`config.mk`:
```
export PLATFORM = sky130hd
export DESIGN_NAME = gpc_top
export DESIGN_NICKNAME = d
export VERILOG_FILES = /design/src/gpc_pkg.sv /design/src/gpc_sync.sv /design/src/gpc_chg_det.sv /design/src/gpc_top.sv
export VERILOG_INCLUDE_DIRS = /design/src /design/src/src
export SDC_FILE = /design/constraint.sdc
export NUM_CORES = 1
export LEC_CHECK = 0
export BUFFER_PORTS_ARGS = -buffer_cell sky130_fd_sc_hd__buf_4
export CORE_ASPECT_RATIO = 1.1
export CORE_MARGIN = 8
export CORE_UTILIZATION = 40
export CTS_BUF_LIST = sky130_fd_sc_hd__clkbuf_4 sky130_fd_sc_hd__clkbuf_8 sky130_fd_sc_hd__clkbuf_16
export DETAILED_ROUTE_END_ITERATION = 6
export PLACE_DENSITY = 0.61
export SKIP_LAST_GASP = 1
export SLEW_MARGIN = 15
export SYNTH_ARGS = -nofsm -noshare
export SYNTH_HDL_FRONTEND = slang
export SYNTH_SLANG_ARGS = --single-unit
export TNS_END_PERCENT = 5
```
`constraint.sdc`:
```
create_clock -name i_core_clk -period 2 [get_ports i_core_clk]
set_input_delay 0.3 -clock i_core_clk [delete_from_list [all_inputs] [get_ports i_core_clk]]
set_output_delay 0.3 -clock i_core_clk [all_outputs]
set_load 0.005 [all_outputs]
```
`src/gpc_regs.svh`:
```
// Register offsets, reset values and field positions of the pin banks
`ifndef GPC_REGS_SVH
`define GPC_REGS_SVH

// ============================================================
// Register offsets on the file-register port
`define GPC_ADDR_BANK_A_DATA 8'h05
`define GPC_ADDR_BANK_B_DATA 8'h06
`define GPC_ADDR_OPTION 8'h81
`define GPC_ADDR_BANK_A_DIR 8'h85
`define GPC_ADDR_BANK_B_DIR 8'h86

// ============================================================
// Reset values
`define GPC_RST_OPTION 8'hFF
`define GPC_RST_BANK_A_DIR 5'h1F
`define GPC_RST_BANK_B_DIR 8'hFF
`define GPC_RST_LATCH_A 5'h00
`define GPC_RST_LATCH_B 8'h00
`define GPC_RST_BYTE 8'h00

// ============================================================
// Field positions
`define GPC_OPT_PULLUP_BIT 7
`define GPC_PA_MSB 4
`define GPC_PA_OD_BIT 4
`define GPC_PA_CMP_LO_BIT 3
`define GPC_PB_CHG_MSB 7
`define GPC_PB_CHG_LSB 4
`define GPC_PA_PAD 3'h0

`endif

```
`src/gpc_pkg.sv`:
```
// Types shared by the pin bank block
package gpc_pkg;
   // Full register byte
   typedef logic [7:0] gpc_byte_t;
   // First bank: five pins
   typedef logic [4:0] gpc_bank_a_t;
   // Second bank: eight pins
   typedef logic [7:0] gpc_bank_b_t;
   // Change-detect nibble of the second bank
   typedef logic [3:0] gpc_nibble_t;
endpackage

```
`src/gpc_sync.sv`:
```
// Two-flop synchroniser for the pin inputs of both banks
`timescale 1ns/1ps
module gpc_sync
(
   input wire logic i_core_clk,
   input wire logic i_sys_rst,
   input wire gpc_pkg::gpc_bank_a_t i_pa_async,
   input wire gpc_pkg::gpc_bank_b_t i_pb_async,
   output gpc_pkg::gpc_bank_a_t o_pa_sync,
   output gpc_pkg::gpc_bank_b_t o_pb_sync
);
   import gpc_pkg::*;

   // ============================================================
   // Synchroniser stages, one generate loop over all thirteen pins
   logic [12:0] raw_w;   // Pins as they arrive
   logic [12:0] meta_r;  // First stage, read only by the second
   logic [12:0] sync_r;  // Second stage, safe to use

   assign raw_w = {i_pb_async, i_pa_async};

   genvar gi;
   generate
      for (gi = 0; gi < 13; gi = gi + 1)
      begin : g_bit
         // Two flops per pin
         always_ff @(posedge i_core_clk)
         begin
            if (i_sys_rst)
            begin
               meta_r[gi] <= 1'h0;
               sync_r[gi] <= 1'h0;
            end
            else
            begin
               meta_r[gi] <= raw_w[gi];
               sync_r[gi] <= meta_r[gi];
            end
         end
      end
   endgenerate

   assign o_pa_sync = sync_r[4:0];
   assign o_pb_sync = sync_r[12:5];
endmodule

```
`src/gpc_chg_det.sv`:
```
// Change detection on the upper nibble of the second bank
`timescale 1ns/1ps
module gpc_chg_det
(
   input wire logic i_core_clk,
   input wire logic i_sys_rst,
   input wire gpc_pkg::gpc_nibble_t i_pins,
   input wire gpc_pkg::gpc_nibble_t i_dir,
   input wire logic i_snap,
   input wire logic i_flag_clr,
   output logic o_flag,
   output logic o_mismatch
);
   import gpc_pkg::*;

   // ============================================================
   // Comparison against the value seen at the last bank access
   gpc_nibble_t old_r;     // Value latched at last read or write
   gpc_nibble_t miss_w;    // Per-pin mismatch, inputs only
   logic any_miss_w;       // OR of all mismatches
   logic flag_r;           // Sticky change flag
   logic flag_nxt;         // Next flag value

   assign miss_w = (i_pins ^ old_r) & i_dir;
   assign any_miss_w = |miss_w;
   // Set wins over a clear in the same cycle
   assign flag_nxt = any_miss_w | (flag_r & ~i_flag_clr);

   // Old value reload and sticky flag
   always_ff @(posedge i_core_clk)
   begin
      if (i_sys_rst)
      begin
         old_r <= i_pins;
         flag_r <= 1'h0;
      end
      else
      begin
         // Any access to the bank ends the mismatch
         if (i_snap)
         begin
            old_r <= i_pins;
         end
         flag_r <= flag_nxt;
      end
   end

   assign o_flag = flag_r;
   assign o_mismatch = any_miss_w;
endmodule

```
`src/gpc_top.sv`:
```
// Two general-purpose pin banks with change detection on the second
`timescale 1ns/1ps
`include "gpc_regs.svh"
// Summary of operation
// - Bank A direction one floats, zero drives
// - Bank A read gives pins, write sets latch
// - Every write stores into latches, inputs too
// - Bank A five bits; direction 7:5 read zero
// - Pin four open drain, feeds timer clock
// - Comparator-input pins read back as zero
// - Reset makes all bank A pins inputs
// - Direction bits still rule comparator pins
// - Comparator outputs need direction 4:3 cleared
// - Bank B eight bits with own direction
// - Bank B read gives pins, write sets latch
// - Option bit seven low enables all pull-ups
// - Pull-up off when pin is output
// - Pull-ups disabled after reset
// - Only input pins 7:4 take part
// - Mismatches ORed into bank B change flag
// - Mismatch keeps setting flag; access ends it
// - Change flag can wake from sleep
// - Change during a read still sets the flag
module gpc_top
(
   input wire logic i_core_clk,
   input wire logic i_sys_rst,
   input wire logic [7:0] i_reg_addr,
   input wire gpc_pkg::gpc_byte_t i_reg_wdata,
   input wire logic i_reg_wr,
   input wire logic i_reg_rd,
   output gpc_pkg::gpc_byte_t o_reg_rdata,
   input wire gpc_pkg::gpc_bank_a_t i_cmp_analog_sel,
   input wire logic i_cmp_out_route,
   input wire logic [1:0] i_cmp_out,
   input wire logic i_change_flag_clr,
   input wire gpc_pkg::gpc_bank_a_t i_pa_in,
   output gpc_pkg::gpc_bank_a_t o_pa_out,
   output gpc_pkg::gpc_bank_a_t o_pa_oe,
   input wire gpc_pkg::gpc_bank_b_t i_pb_in,
   output gpc_pkg::gpc_bank_b_t o_pb_out,
   output gpc_pkg::gpc_bank_b_t o_pb_oe,
   output gpc_pkg::gpc_bank_b_t o_pb_pullup_en,
   output logic o_timer_ext_clock_in,
   output logic o_bank_b_change_flag,
   output logic o_wake_req
);
   import gpc_pkg::*;

   // ============================================================
   // Pin input synchronisation
   gpc_bank_a_t pa_sync_w;  // Bank A pins, clock domain safe
   gpc_bank_b_t pb_sync_w;  // Bank B pins, clock domain safe

   // Both banks pass two flops before any read or compare
   gpc_sync u_sync
   (
      .i_core_clk (i_core_clk),
      .i_sys_rst (i_sys_rst),
      .i_pa_async (i_pa_in),
      .i_pb_async (i_pb_in),
      .o_pa_sync (pa_sync_w),
      .o_pb_sync (pb_sync_w)
   );

   // ============================================================
   // Address decode
   logic sel_a_data_w;   // Bank A data selected
   logic sel_b_data_w;   // Bank B data selected
   logic sel_opt_w;      // Option register selected
   logic sel_a_dir_w;    // Bank A direction selected
   logic sel_b_dir_w;    // Bank B direction selected
   logic wr_a_data_w;    // Write strobes per register
   logic wr_b_data_w;
   logic wr_opt_w;
   logic wr_a_dir_w;
   logic wr_b_dir_w;
   logic b_access_w;     // Any read or write of bank B data

   assign sel_a_data_w = (i_reg_addr == `GPC_ADDR_BANK_A_DATA);
   assign sel_b_data_w = (i_reg_addr == `GPC_ADDR_BANK_B_DATA);
   assign sel_opt_w = (i_reg_addr == `GPC_ADDR_OPTION);
   assign sel_a_dir_w = (i_reg_addr == `GPC_ADDR_BANK_A_DIR);
   assign sel_b_dir_w = (i_reg_addr == `GPC_ADDR_BANK_B_DIR);
   assign wr_a_data_w = i_reg_wr & sel_a_data_w;
   assign wr_b_data_w = i_reg_wr & sel_b_data_w;
   assign wr_opt_w = i_reg_wr & sel_opt_w;
   assign wr_a_dir_w = i_reg_wr & sel_a_dir_w;
   assign wr_b_dir_w = i_reg_wr & sel_b_dir_w;
   assign b_access_w = (i_reg_wr | i_reg_rd) & sel_b_data_w;

   // ============================================================
   // Software registers
   gpc_bank_a_t latch_a_r;  // Bank A output latch
   gpc_bank_a_t dir_a_r;    // Bank A direction, one is input
   gpc_bank_b_t latch_b_r;  // Bank B output latch
   gpc_bank_b_t dir_b_r;    // Bank B direction, one is input
   gpc_byte_t option_r;     // Option register, bit 7 pull-up control

   // Register writes; the CPU has already merged pin values and
   // the change, so the whole byte lands in the latch, inputs too
   always_ff @(posedge i_core_clk)
   begin
      if (i_sys_rst)
      begin
         latch_a_r <= `GPC_RST_LATCH_A;
         dir_a_r <= `GPC_RST_BANK_A_DIR;
         latch_b_r <= `GPC_RST_LATCH_B;
         dir_b_r <= `GPC_RST_BANK_B_DIR;
         option_r <= `GPC_RST_OPTION;
      end
      else
      begin
         // Bank A data: only the latch changes
         if (wr_a_data_w)
         begin
            latch_a_r <= i_reg_wdata[`GPC_PA_MSB:0];
         end
         // Bank A direction: five bits kept
         if (wr_a_dir_w)
         begin
            dir_a_r <= i_reg_wdata[`GPC_PA_MSB:0];
         end
         // Bank B data: only the latch changes
         if (wr_b_data_w)
         begin
            latch_b_r <= i_reg_wdata;
         end
         // Bank B direction
         if (wr_b_dir_w)
         begin
            dir_b_r <= i_reg_wdata;
         end
         // Option register
         if (wr_opt_w)
         begin
            option_r <= i_reg_wdata;
         end
      end
   end

   // ============================================================
   // Bank A pin drive
   gpc_bank_a_t pa_val_w;    // Value offered to each pin
   gpc_bank_a_t pa_oe_nxt;   // Next output enables
   gpc_bank_a_t pa_out_nxt;  // Next output levels
   logic pa_od_low_w;        // Open-drain pin pulls low

   // Comparator results replace latch bits 3 and 4 when routed
   assign pa_val_w = i_cmp_out_route ?
      {i_cmp_out, latch_a_r[2:0]} : latch_a_r;
   assign pa_od_low_w = ~pa_val_w[`GPC_PA_OD_BIT];
   // Direction rules every pin, comparator use or not
   assign pa_oe_nxt = {~dir_a_r[`GPC_PA_OD_BIT] & pa_od_low_w,
      ~dir_a_r[3:0]};
   // Open-drain pin only ever drives a low
   assign pa_out_nxt = {1'h0, pa_val_w[3:0]};

   // ============================================================
   // Bank B pin drive and pull-ups
   gpc_bank_b_t pb_pu_nxt;   // Next pull-up enables
   logic pullup_disable_n_w; // Option bit 7, low turns pull-ups on

   assign pullup_disable_n_w = option_r[`GPC_OPT_PULLUP_BIT];
   // Pull-ups on only for input pins while the option bit is low
   assign pb_pu_nxt = {8{~pullup_disable_n_w}} & dir_b_r;

   // ============================================================
   // Read data
   gpc_bank_a_t pa_read_w;  // Bank A pins as software sees them
   gpc_byte_t rdata_nxt;    // Next read data

   // Comparator inputs read as zero
   assign pa_read_w = pa_sync_w & ~i_cmp_analog_sel;
   assign rdata_nxt =
      sel_a_data_w ? {`GPC_PA_PAD, pa_read_w} :
      sel_b_data_w ? pb_sync_w :
      sel_opt_w ? option_r :
      sel_a_dir_w ? {`GPC_PA_PAD, dir_a_r} :
      sel_b_dir_w ? dir_b_r :
      `GPC_RST_BYTE;

   // ============================================================
   // Change detection
   logic chg_flag_w;   // Sticky change flag
   logic chg_miss_w;   // Mismatch present this cycle

   // Upper nibble of bank B against the last accessed value
   gpc_chg_det u_chg
   (
      .i_core_clk (i_core_clk),
      .i_sys_rst (i_sys_rst),
      .i_pins (pb_sync_w[`GPC_PB_CHG_MSB:`GPC_PB_CHG_LSB]),
      .i_dir (dir_b_r[`GPC_PB_CHG_MSB:`GPC_PB_CHG_LSB]),
      .i_snap (b_access_w),
      .i_flag_clr (i_change_flag_clr),
      .o_flag (chg_flag_w),
      .o_mismatch (chg_miss_w)
   );

   // ============================================================
   // Output flops
   gpc_byte_t rdata_r;        // Read data, held until next read
   gpc_bank_a_t pa_out_r;     // Bank A levels
   gpc_bank_a_t pa_oe_r;      // Bank A enables
   gpc_bank_b_t pb_out_r;     // Bank B levels
   gpc_bank_b_t pb_oe_r;      // Bank B enables
   gpc_bank_b_t pb_pu_r;      // Bank B pull-ups
   logic tmr_clk_r;           // Timer external clock
   logic wake_r;              // Wake request

   // All top outputs except the change flag come from here; o_bank_b_change_flag is taken straight from u_chg
   always_ff @(posedge i_core_clk)
   begin
      if (i_sys_rst)
      begin
         rdata_r <= `GPC_RST_BYTE;
         pa_out_r <= `GPC_RST_LATCH_A;
         pa_oe_r <= `GPC_RST_LATCH_A;
         pb_out_r <= `GPC_RST_LATCH_B;
         pb_oe_r <= `GPC_RST_LATCH_B;
         pb_pu_r <= `GPC_RST_LATCH_B;
         tmr_clk_r <= 1'h0;
         wake_r <= 1'h0;
      end
      else
      begin
         // Read data only changes on a read
         if (i_reg_rd)
         begin
            rdata_r <= rdata_nxt;
         end
         pa_out_r <= pa_out_nxt;
         pa_oe_r <= pa_oe_nxt;
         pb_out_r <= latch_b_r;
         pb_oe_r <= ~dir_b_r;
         pb_pu_r <= pb_pu_nxt;
         tmr_clk_r <= pa_sync_w[`GPC_PA_OD_BIT];
         wake_r <= chg_flag_w;
      end
   end

   assign o_reg_rdata = rdata_r;
   assign o_pa_out = pa_out_r;
   assign o_pa_oe = pa_oe_r;
   assign o_pb_out = pb_out_r;
   assign o_pb_oe = pb_oe_r;
   assign o_pb_pullup_en = pb_pu_r;
   assign o_timer_ext_clock_in = tmr_clk_r;
   assign o_bank_b_change_flag = chg_flag_w;
   assign o_wake_req = wake_r;

   // ============================================================
   // Assertions

   // Input direction bit floats the bank A driver
   AST_PA_DIR_FLOAT: assert property (@(posedge i_core_clk)
      disable iff (i_sys_rst)
      dir_a_r[0] |=> !o_pa_oe[0])
      else $error("bank A pin 0 driven while set as input");

   // Bank A data write lands in the latch next cycle
   AST_PA_WRITE: assert property (@(posedge i_core_clk)
      disable iff (i_sys_rst)
      wr_a_data_w |=> latch_a_r == $past(i_reg_wdata[4:0]))
      else $error("bank A latch did not take the write");

   // Upper direction bits read as zero
   AST_PA_DIR_PAD: assert property (@(posedge i_core_clk)
      disable iff (i_sys_rst)
      (i_reg_rd && sel_a_dir_w) |=> o_reg_rdata[7:5] == 3'h0)
      else $error("bank A direction upper bits not zero");

   // Open-drain pin lets go when set as input or offered a high
   AST_PA_OD: assert property (@(posedge i_core_clk)
      disable iff (i_sys_rst)
      (dir_a_r[4] || pa_val_w[4]) |=> (!o_pa_oe[4] && !o_pa_out[4]))
      else $error("open drain pin driven high");

   // Comparator input pin reads back zero
   AST_CMP_READ_ZERO: assert property (@(posedge i_core_clk)
      disable iff (i_sys_rst)
      (i_reg_rd && sel_a_data_w && i_cmp_analog_sel[1])
      |=> !o_reg_rdata[1])
      else $error("comparator input pin read non-zero");

   // After reset all bank A drivers stay off for two cycles
   AST_RESET_INPUTS: assert property (@(posedge i_core_clk)
      $fell(i_sys_rst) |-> (o_pa_oe == 5'h00) [*2])
      else $error("bank A driven right after reset");

   // Pull-up follows option bit and direction
   AST_PULLUP: assert property (@(posedge i_core_clk)
      disable iff (i_sys_rst)
      (!dir_b_r[2] || option_r[7]) |=> !o_pb_pullup_en[2])
      else $error("pull-up on for output pin or when disabled");

   // An input-pin mismatch sets the flag next cycle
   AST_CHANGE_SET: assert property (@(posedge i_core_clk)
      disable iff (i_sys_rst)
      chg_miss_w |=> o_bank_b_change_flag)
      else $error("mismatch did not set change flag");

   // Output-configured upper pins never set the flag
   AST_CHANGE_MASK: assert property (@(posedge i_core_clk)
      disable iff (i_sys_rst)
      (dir_b_r[7:4] == 4'h0 && !o_bank_b_change_flag)
      |=> !o_bank_b_change_flag)
      else $error("output pins set the change flag");

   // Flag reaches the wake output one cycle later
   AST_WAKE: assert property (@(posedge i_core_clk)
      disable iff (i_sys_rst)
      o_bank_b_change_flag |=> o_wake_req)
      else $error("change flag did not raise wake");

   // Bank B direction reaches the drivers two cycles after a write
   AST_PB_DIR: assert property (@(posedge i_core_clk)
      disable iff (i_sys_rst)
      wr_b_dir_w |=> ##1 (o_pb_oe == ~$past(i_reg_wdata, 2)))
      else $error("bank B enables do not follow direction write");

   // Bank B latch reaches the pins two cycles after a write
   AST_PB_WRITE: assert property (@(posedge i_core_clk)
      disable iff (i_sys_rst)
      wr_b_data_w |=> ##1 (o_pb_out == $past(i_reg_wdata, 2)))
      else $error("bank B drive does not follow data write");

   // Cleared option bit turns on the pull-up of an input pin
   AST_PULLUP_ON: assert property (@(posedge i_core_clk)
      disable iff (i_sys_rst)
      (!option_r[`GPC_OPT_PULLUP_BIT] && dir_b_r[5]) |=> o_pb_pullup_en[5])
      else $error("pull-up off for input pin while enabled");

   // Pull-ups stay off right after reset
   AST_PULLUP_RESET: assert property (@(posedge i_core_clk)
      $fell(i_sys_rst) |-> (o_pb_pullup_en == 8'h00))
      else $error("pull-up on right after reset");

   // An access with the pins steady leaves no mismatch behind
   AST_ACCESS_ENDS: assert property (@(posedge i_core_clk)
      disable iff (i_sys_rst)
      (b_access_w ##1 (pb_sync_w[7:4] == $past(pb_sync_w[7:4])))
      |-> !chg_miss_w)
      else $error("mismatch left after bank B access");
endmodule

```
# Word level (Yosys, flattened, before mapping)

Cells that the tools add are included.

Output and inout port bits: 45
Input port bits: 42
Flip-flop bits (word level): 109

Mux-type cells: 8
Equality and inequality tests: 5
Bitwise gates (word level): 21
Reductions and logical operators: 2

Operator list:

| operator                                                              | number |
|---|---|
| 8-bit 2-to-1 mux                                                      | 5 |
| 8-bit equality test, second input constant                            | 3 |
| 8-bit by 3-bit equality test with 1-bit output, second input constant | 2 |
| 1-bit AND                                                             | 8 |
| 8-bit AND                                                             | 1 |
| 4-bit 2-to-1 mux                                                      | 2 |
| 8-bit NOT                                                             | 1 |
| 5-bit AND                                                             | 1 |
| 5-bit 2-to-1 mux                                                      | 1 |
| 5-bit NOT                                                             | 1 |
| 4-bit AND                                                             | 1 |
| 1-bit NOT                                                             | 4 |
| 4-bit NOT                                                             | 1 |
| 4-bit OR reduction                                                    | 1 |
| 4-bit bitwise XOR                                                     | 1 |
| 1-bit bitwise OR                                                      | 2 |
| 2-bit nonzero test                                                    | 1 |

# Logic depth before layout (Yosys ltp)

Depth in word-level cells: 6
Depth in mapped cells: 7
Gate-level depth less buffers: 4

# Modules after synthesis

A second synthesis with hierarchy kept.

Cell total of the unflattened synthesis: 362
Area total of the unflattened synthesis: 3768.6 um2

By module, submodules not included:

| module      | times used | area each (um2) | cells an instance |
|---|---|---|---|
| gpc_top     | 1          | 2855.2          | 293 |
| gpc_sync    | 1          | 700.7           | 54 |
| gpc_chg_det | 1          | 212.7           | 15 |

# Worst setup path after synthesis

No wires, ideal clock.

Kind: input-to-reg
Start: input i_reg_addr[0]
End: register u_chg.old_r[0], enable pin
Data arrival time: 1277 ps
Cell stages on the path: 5
Required time: 1662 ps
Setup slack: 386 ps
Library setup time: 338 ps
Path buffers: 2
Cells stage by stage: buf_2 -> and4bb_1 -> buf_2 -> nand2_1 -> o21bai_1

Cells in the longest elaborated chain, start to end: 3

Ends and longest elaborated chain:

| element                                                  | RTL line          | text |
|---|---|---|
| start, declared                                          | gpc_top.sv:28     | `input wire logic [7:0] i_reg_addr,` |
| 8-bit by 3-bit equality test with 1-bit output (no line) | --                |  |
| 1-bit AND                                                | gpc_top.sv:90     | `assign b_access_w = (i_reg_wr \| i_reg_rd) & sel_b_data_w;` |
| 2-bit nonzero test (no line)                             | --                |  |
| end signal, assigned                                     | gpc_chg_det.sv:34 | `old_r <= i_pins;` |
| end signal, assigned                                     | gpc_chg_det.sv:42 | `old_r <= i_pins;` |
| end, declared                                            | gpc_chg_det.sv:18 | `gpc_nibble_t old_r;` |

No other way between the ends.
A chain may end at the register's enable or synchronous reset.

# Worst setup path after layout

Start: input i_reg_addr[1]
End: register option_r[6]

Cells in the longest elaborated chain, start to end: 2

Ends and longest elaborated chain:

| element                       | RTL line       | text |
|---|---|---|
| 8-bit equality test (no line) | --             |  |
| 1-bit AND                     | gpc_top.sv:87  | `assign wr_opt_w = i_reg_wr & sel_opt_w;` |
| end signal, assigned          | gpc_top.sv:110 | `` option_r <= `GPC_RST_OPTION; `` |
| end signal, assigned          | gpc_top.sv:137 | `option_r <= i_reg_wdata;` |
| end, declared                 | gpc_top.sv:98  | `gpc_byte_t option_r;` |

No other way between the ends.

==> flow_metrics.tcl <==
set metrics [dict create \
    worstReg2RegStart "u_chg.old_r[3]$_DFFE_PP_" \
    power.total_uw 3940 \
    fillers 885 \
    die_area_sq_um 12600 \
    place_hpwl_um 5980 \
    grt_setup_unrepaired "false" \
    cp_max_fo 14 \
    clk_latency_ns 0.37 \
    max_slew_margin_pct 61.1 \
    diodes 0 \
    drt_iter0_markers 87 \
    die_x_um 108 \
    cts_setup_buffers 0 \
    drc 0 \
    synth_warnings 0 \
    synth-seq-cells 108 \
    syn-num-nets 387 \
    place_inst 533 \
    hold_depth 2 \
    clockBufferDepth 2 \
    tritoncts "built" \
    fin_area_sq_um 4670 \
    r2r_slack_ns 0.84 \
    synth.distinct_cells 34 \
    via_per_inst 4.87 \
    period_share_pct 73.3 \
    synth-adder-area-share_pct 0 \
    critPathKind "in2reg" \
    portBuffers 85 \
    grt_use_total_pct 13.4 \
    dr.pass1.iters 4 \
    outcome "complete, no violations" \
    synth_top_area_share_pct 56.2 \
    synth_top_family_by_area "simple AND/OR/NAND/NOR gates" \
    crit_arrival_ns 1.73 \
    fin_util_pct 51.0 \
    max_freq_mhz 682 \
    core_sq_um 9170 \
    r2r_cells 3 \
    synth_area_leaders "dfxtp_1 (56%), nor2b_1 (11%), a211o_1 (5.0%)" \
    drt-total-wl_um 8190 \
    hp-class "in2reg" \
    synth_top_cell_by_area "dfxtp_1" \
    wl_per_cell_um 14.9 \
    syn_inst 345 \
    seq_area_sq_um 2200 \
    final_common_cell "dfxtp_1" \
    rows 37 \
    cts.clk_slew.worst_paths_ns 0.10 \
    grt_start_max_net_pins 48 \
    ir_drop_uv 611 \
    grt_overflow 0 \
    hp-start "i_cmp_out[1]" \
    gp_congestion 0.726 \
    reg2reg_to "u_chg.o_flag$_SDFF_PP0_" \
    max_cap_violations 0 \
    tightest_slew_ns 0.581 \
    yosysSeqAreaShare_pct 59.4 \
    syn_area_per_cell_sq_um 10.7 \
    syn_area_sq_um 3710 \
    die_h_um 117 \
    slew_viol_final 0 \
    grt_pass1_vias 2669 \
    multiInputGateArea_sq_um 1370 \
    h-tree-depth 3 \
    numCtsBuffers 9 \
    ios 87 \
    worstHoldEndpoint "o_pa_oe[4]$_SDFF_PP0_" \
    layout_common_cells "dfxtp_1 (104), buf_4 (92), nor2b_1 (63)" \
    final-hold-violation-count 0 \
    area_delta_synth_final_pct 26.1 \
    synth_compound_area_share_pct 13.1 \
    synth_xor_area_share_pct 0.945 \
    leakagePower_uw 0.00192 \
    fin_tns_setup_ns 0 \
    root_buffer "clkbuf_8" \
    crit_required_ns 2.26 \
    synth.area.mux_share_pct 1.62 \
    fin_crit_ns 1.47 \
    worstSetupStartpointType "primary input" \
    skew_ns 0.00846 \
    stdcell_count 549 \
    critPathCaptureType "register" \
    antenna_found_initial 0 \
    detail-route-antenna-nets 0 \
    postCtsResizedCells 0 \
    placed_area_sq_um 4430 \
    start_util_pct 40.4 \
    final-setup-viol-count 0 \
    yosys.area_share.simple_pct 21.3 \
    cts_num_sinks 108 \
    p_per_area_nw_per_um2 844 \
    cts_hold_repair.buffers 0 \
    nNetsFinal 469 \
    grt_pass1_wl_um 13100 \
    drive_gt1_share_pct 25.7 \
    num_vias 2672 \
]
-- flip-flops by register name (all words and copies together), names as in the netlist --
| register | cells |
|---|---|
| u_chg.o_flag | 1 |
| latch_b_r | 8 |
| o_timer_ext_clock_in | 1 |
| option_r | 8 |
| latch_a_r | 5 |
| u_chg.old_r | 4 |
| u_sync.o_pb_sync | 8 |
| o_reg_rdata | 8 |
| o_wake_req | 1 |
| dir_b_r | 8 |
| dir_a_r | 5 |
| o_pb_pullup_en | 8 |
| o_pa_out | 4 |
| u_sync.o_pa_sync | 5 |
| o_pb_out | 8 |
| o_pb_oe | 8 |
| o_pa_oe | 5 |
| u_sync.meta_r | 13 |
-- metrics by stage --
| step | worst slack (ns) | hold WS, ns |
|---|---|---|
| floorplan | 0.386 | 0.408 |
| global placement | 0.194 | 0.418 |
| detailed placement | 0.147 | 0.424 |
| CTS | 0.553 | 0.110 |
| global route | 0.410 | 0.124 |
| finish | 0.535 | 0.128 |
-- power by group --
| group | switching (uW) | internal [uW] |
|---|---|---|
| clock | 711 | 815 |
| combinational | 101 | 106 |
| sequential | 12.3 | 2200 |
| total | 824 | 3120 |
-- critical path, cell delays in order --
cell	delay [ns]
buf_4	0.13
nor4b_4	0.36
and4_1	0.55
nor2b_1	0.09
a211o_1	0.28
-- metal layers --
metal	GRT usage, %	vias up	wire [um]
met5	0	-	0
met1	15.5	1238	3590
met3	4.05	12	636
met2	21.7	77	3830
li1	-	1345	-
met4	7.69	0	138
-- kinds of logic (layout without fill, tap and decap cells) --
group / count (synthesis) / in the layout
mux: 6 / 6
buf+inv: 26 / 113
flops: 108 / 108
xor+xnor: 4 / 4
compound gates: 60 / 60
simple gates: 140 / 140
other cells: 1 / 1
-- area by class of cell --
type                            count  share of cell area [%]
Sequential cell                   108                    47.1
Multi-Input combinational cell    211                    29.3
Timing Repair Buffer               92                    14.8
Clock buffer                       11                    3.48
Tap cell                          117                    3.13
Clock inverter                      5                    1.74
Inverter                            5                   0.402
-- cells in the mapped netlist (all sizes together) --
cell type / count
dfxtp: 104
nor2b: 63
nand2: 26
nor2: 25
a211o: 21
a32oi: 13
buf: 13
a21oi: 10
and2: 8
clkbuf: 8
mux2i: 6
a2bb2oi: 5
inv: 5
o221ai: 5
edfxtp: 4
nand2b: 4
nand3: 4
xor2: 4
and4: 3
o31ai: 3
and4bb: 2
a2111oi: 1
a222oi: 1
and3: 1
and3b: 1
conb: 1
nor3: 1
nor4: 1
nor4b: 1
o21bai: 1
-- how the worst max path moves through the flow --
stage	start	to	slack (ns)
2_1_floorplan	i_reg_addr[0]	u_chg.old_r[0]$_DFFE_PP_	0.39
3_3_place_gp	i_reg_addr[1]	option_r[5]$_SDFFE_PP1P_	0.19
3_5_place_dp	i_reg_addr[1]	option_r[2]$_SDFFE_PP1P_	0.15
4_1_cts	i_reg_addr[1]	option_r[3]$_SDFFE_PP1P_	0.55
5_1_grt	i_reg_addr[5]	u_chg.old_r[3]$_DFFE_PP_	0.41
6_report	i_reg_addr[1]	option_r[6]$_SDFFE_PP1P_	0.53
(Power assumes the default switching activity.)
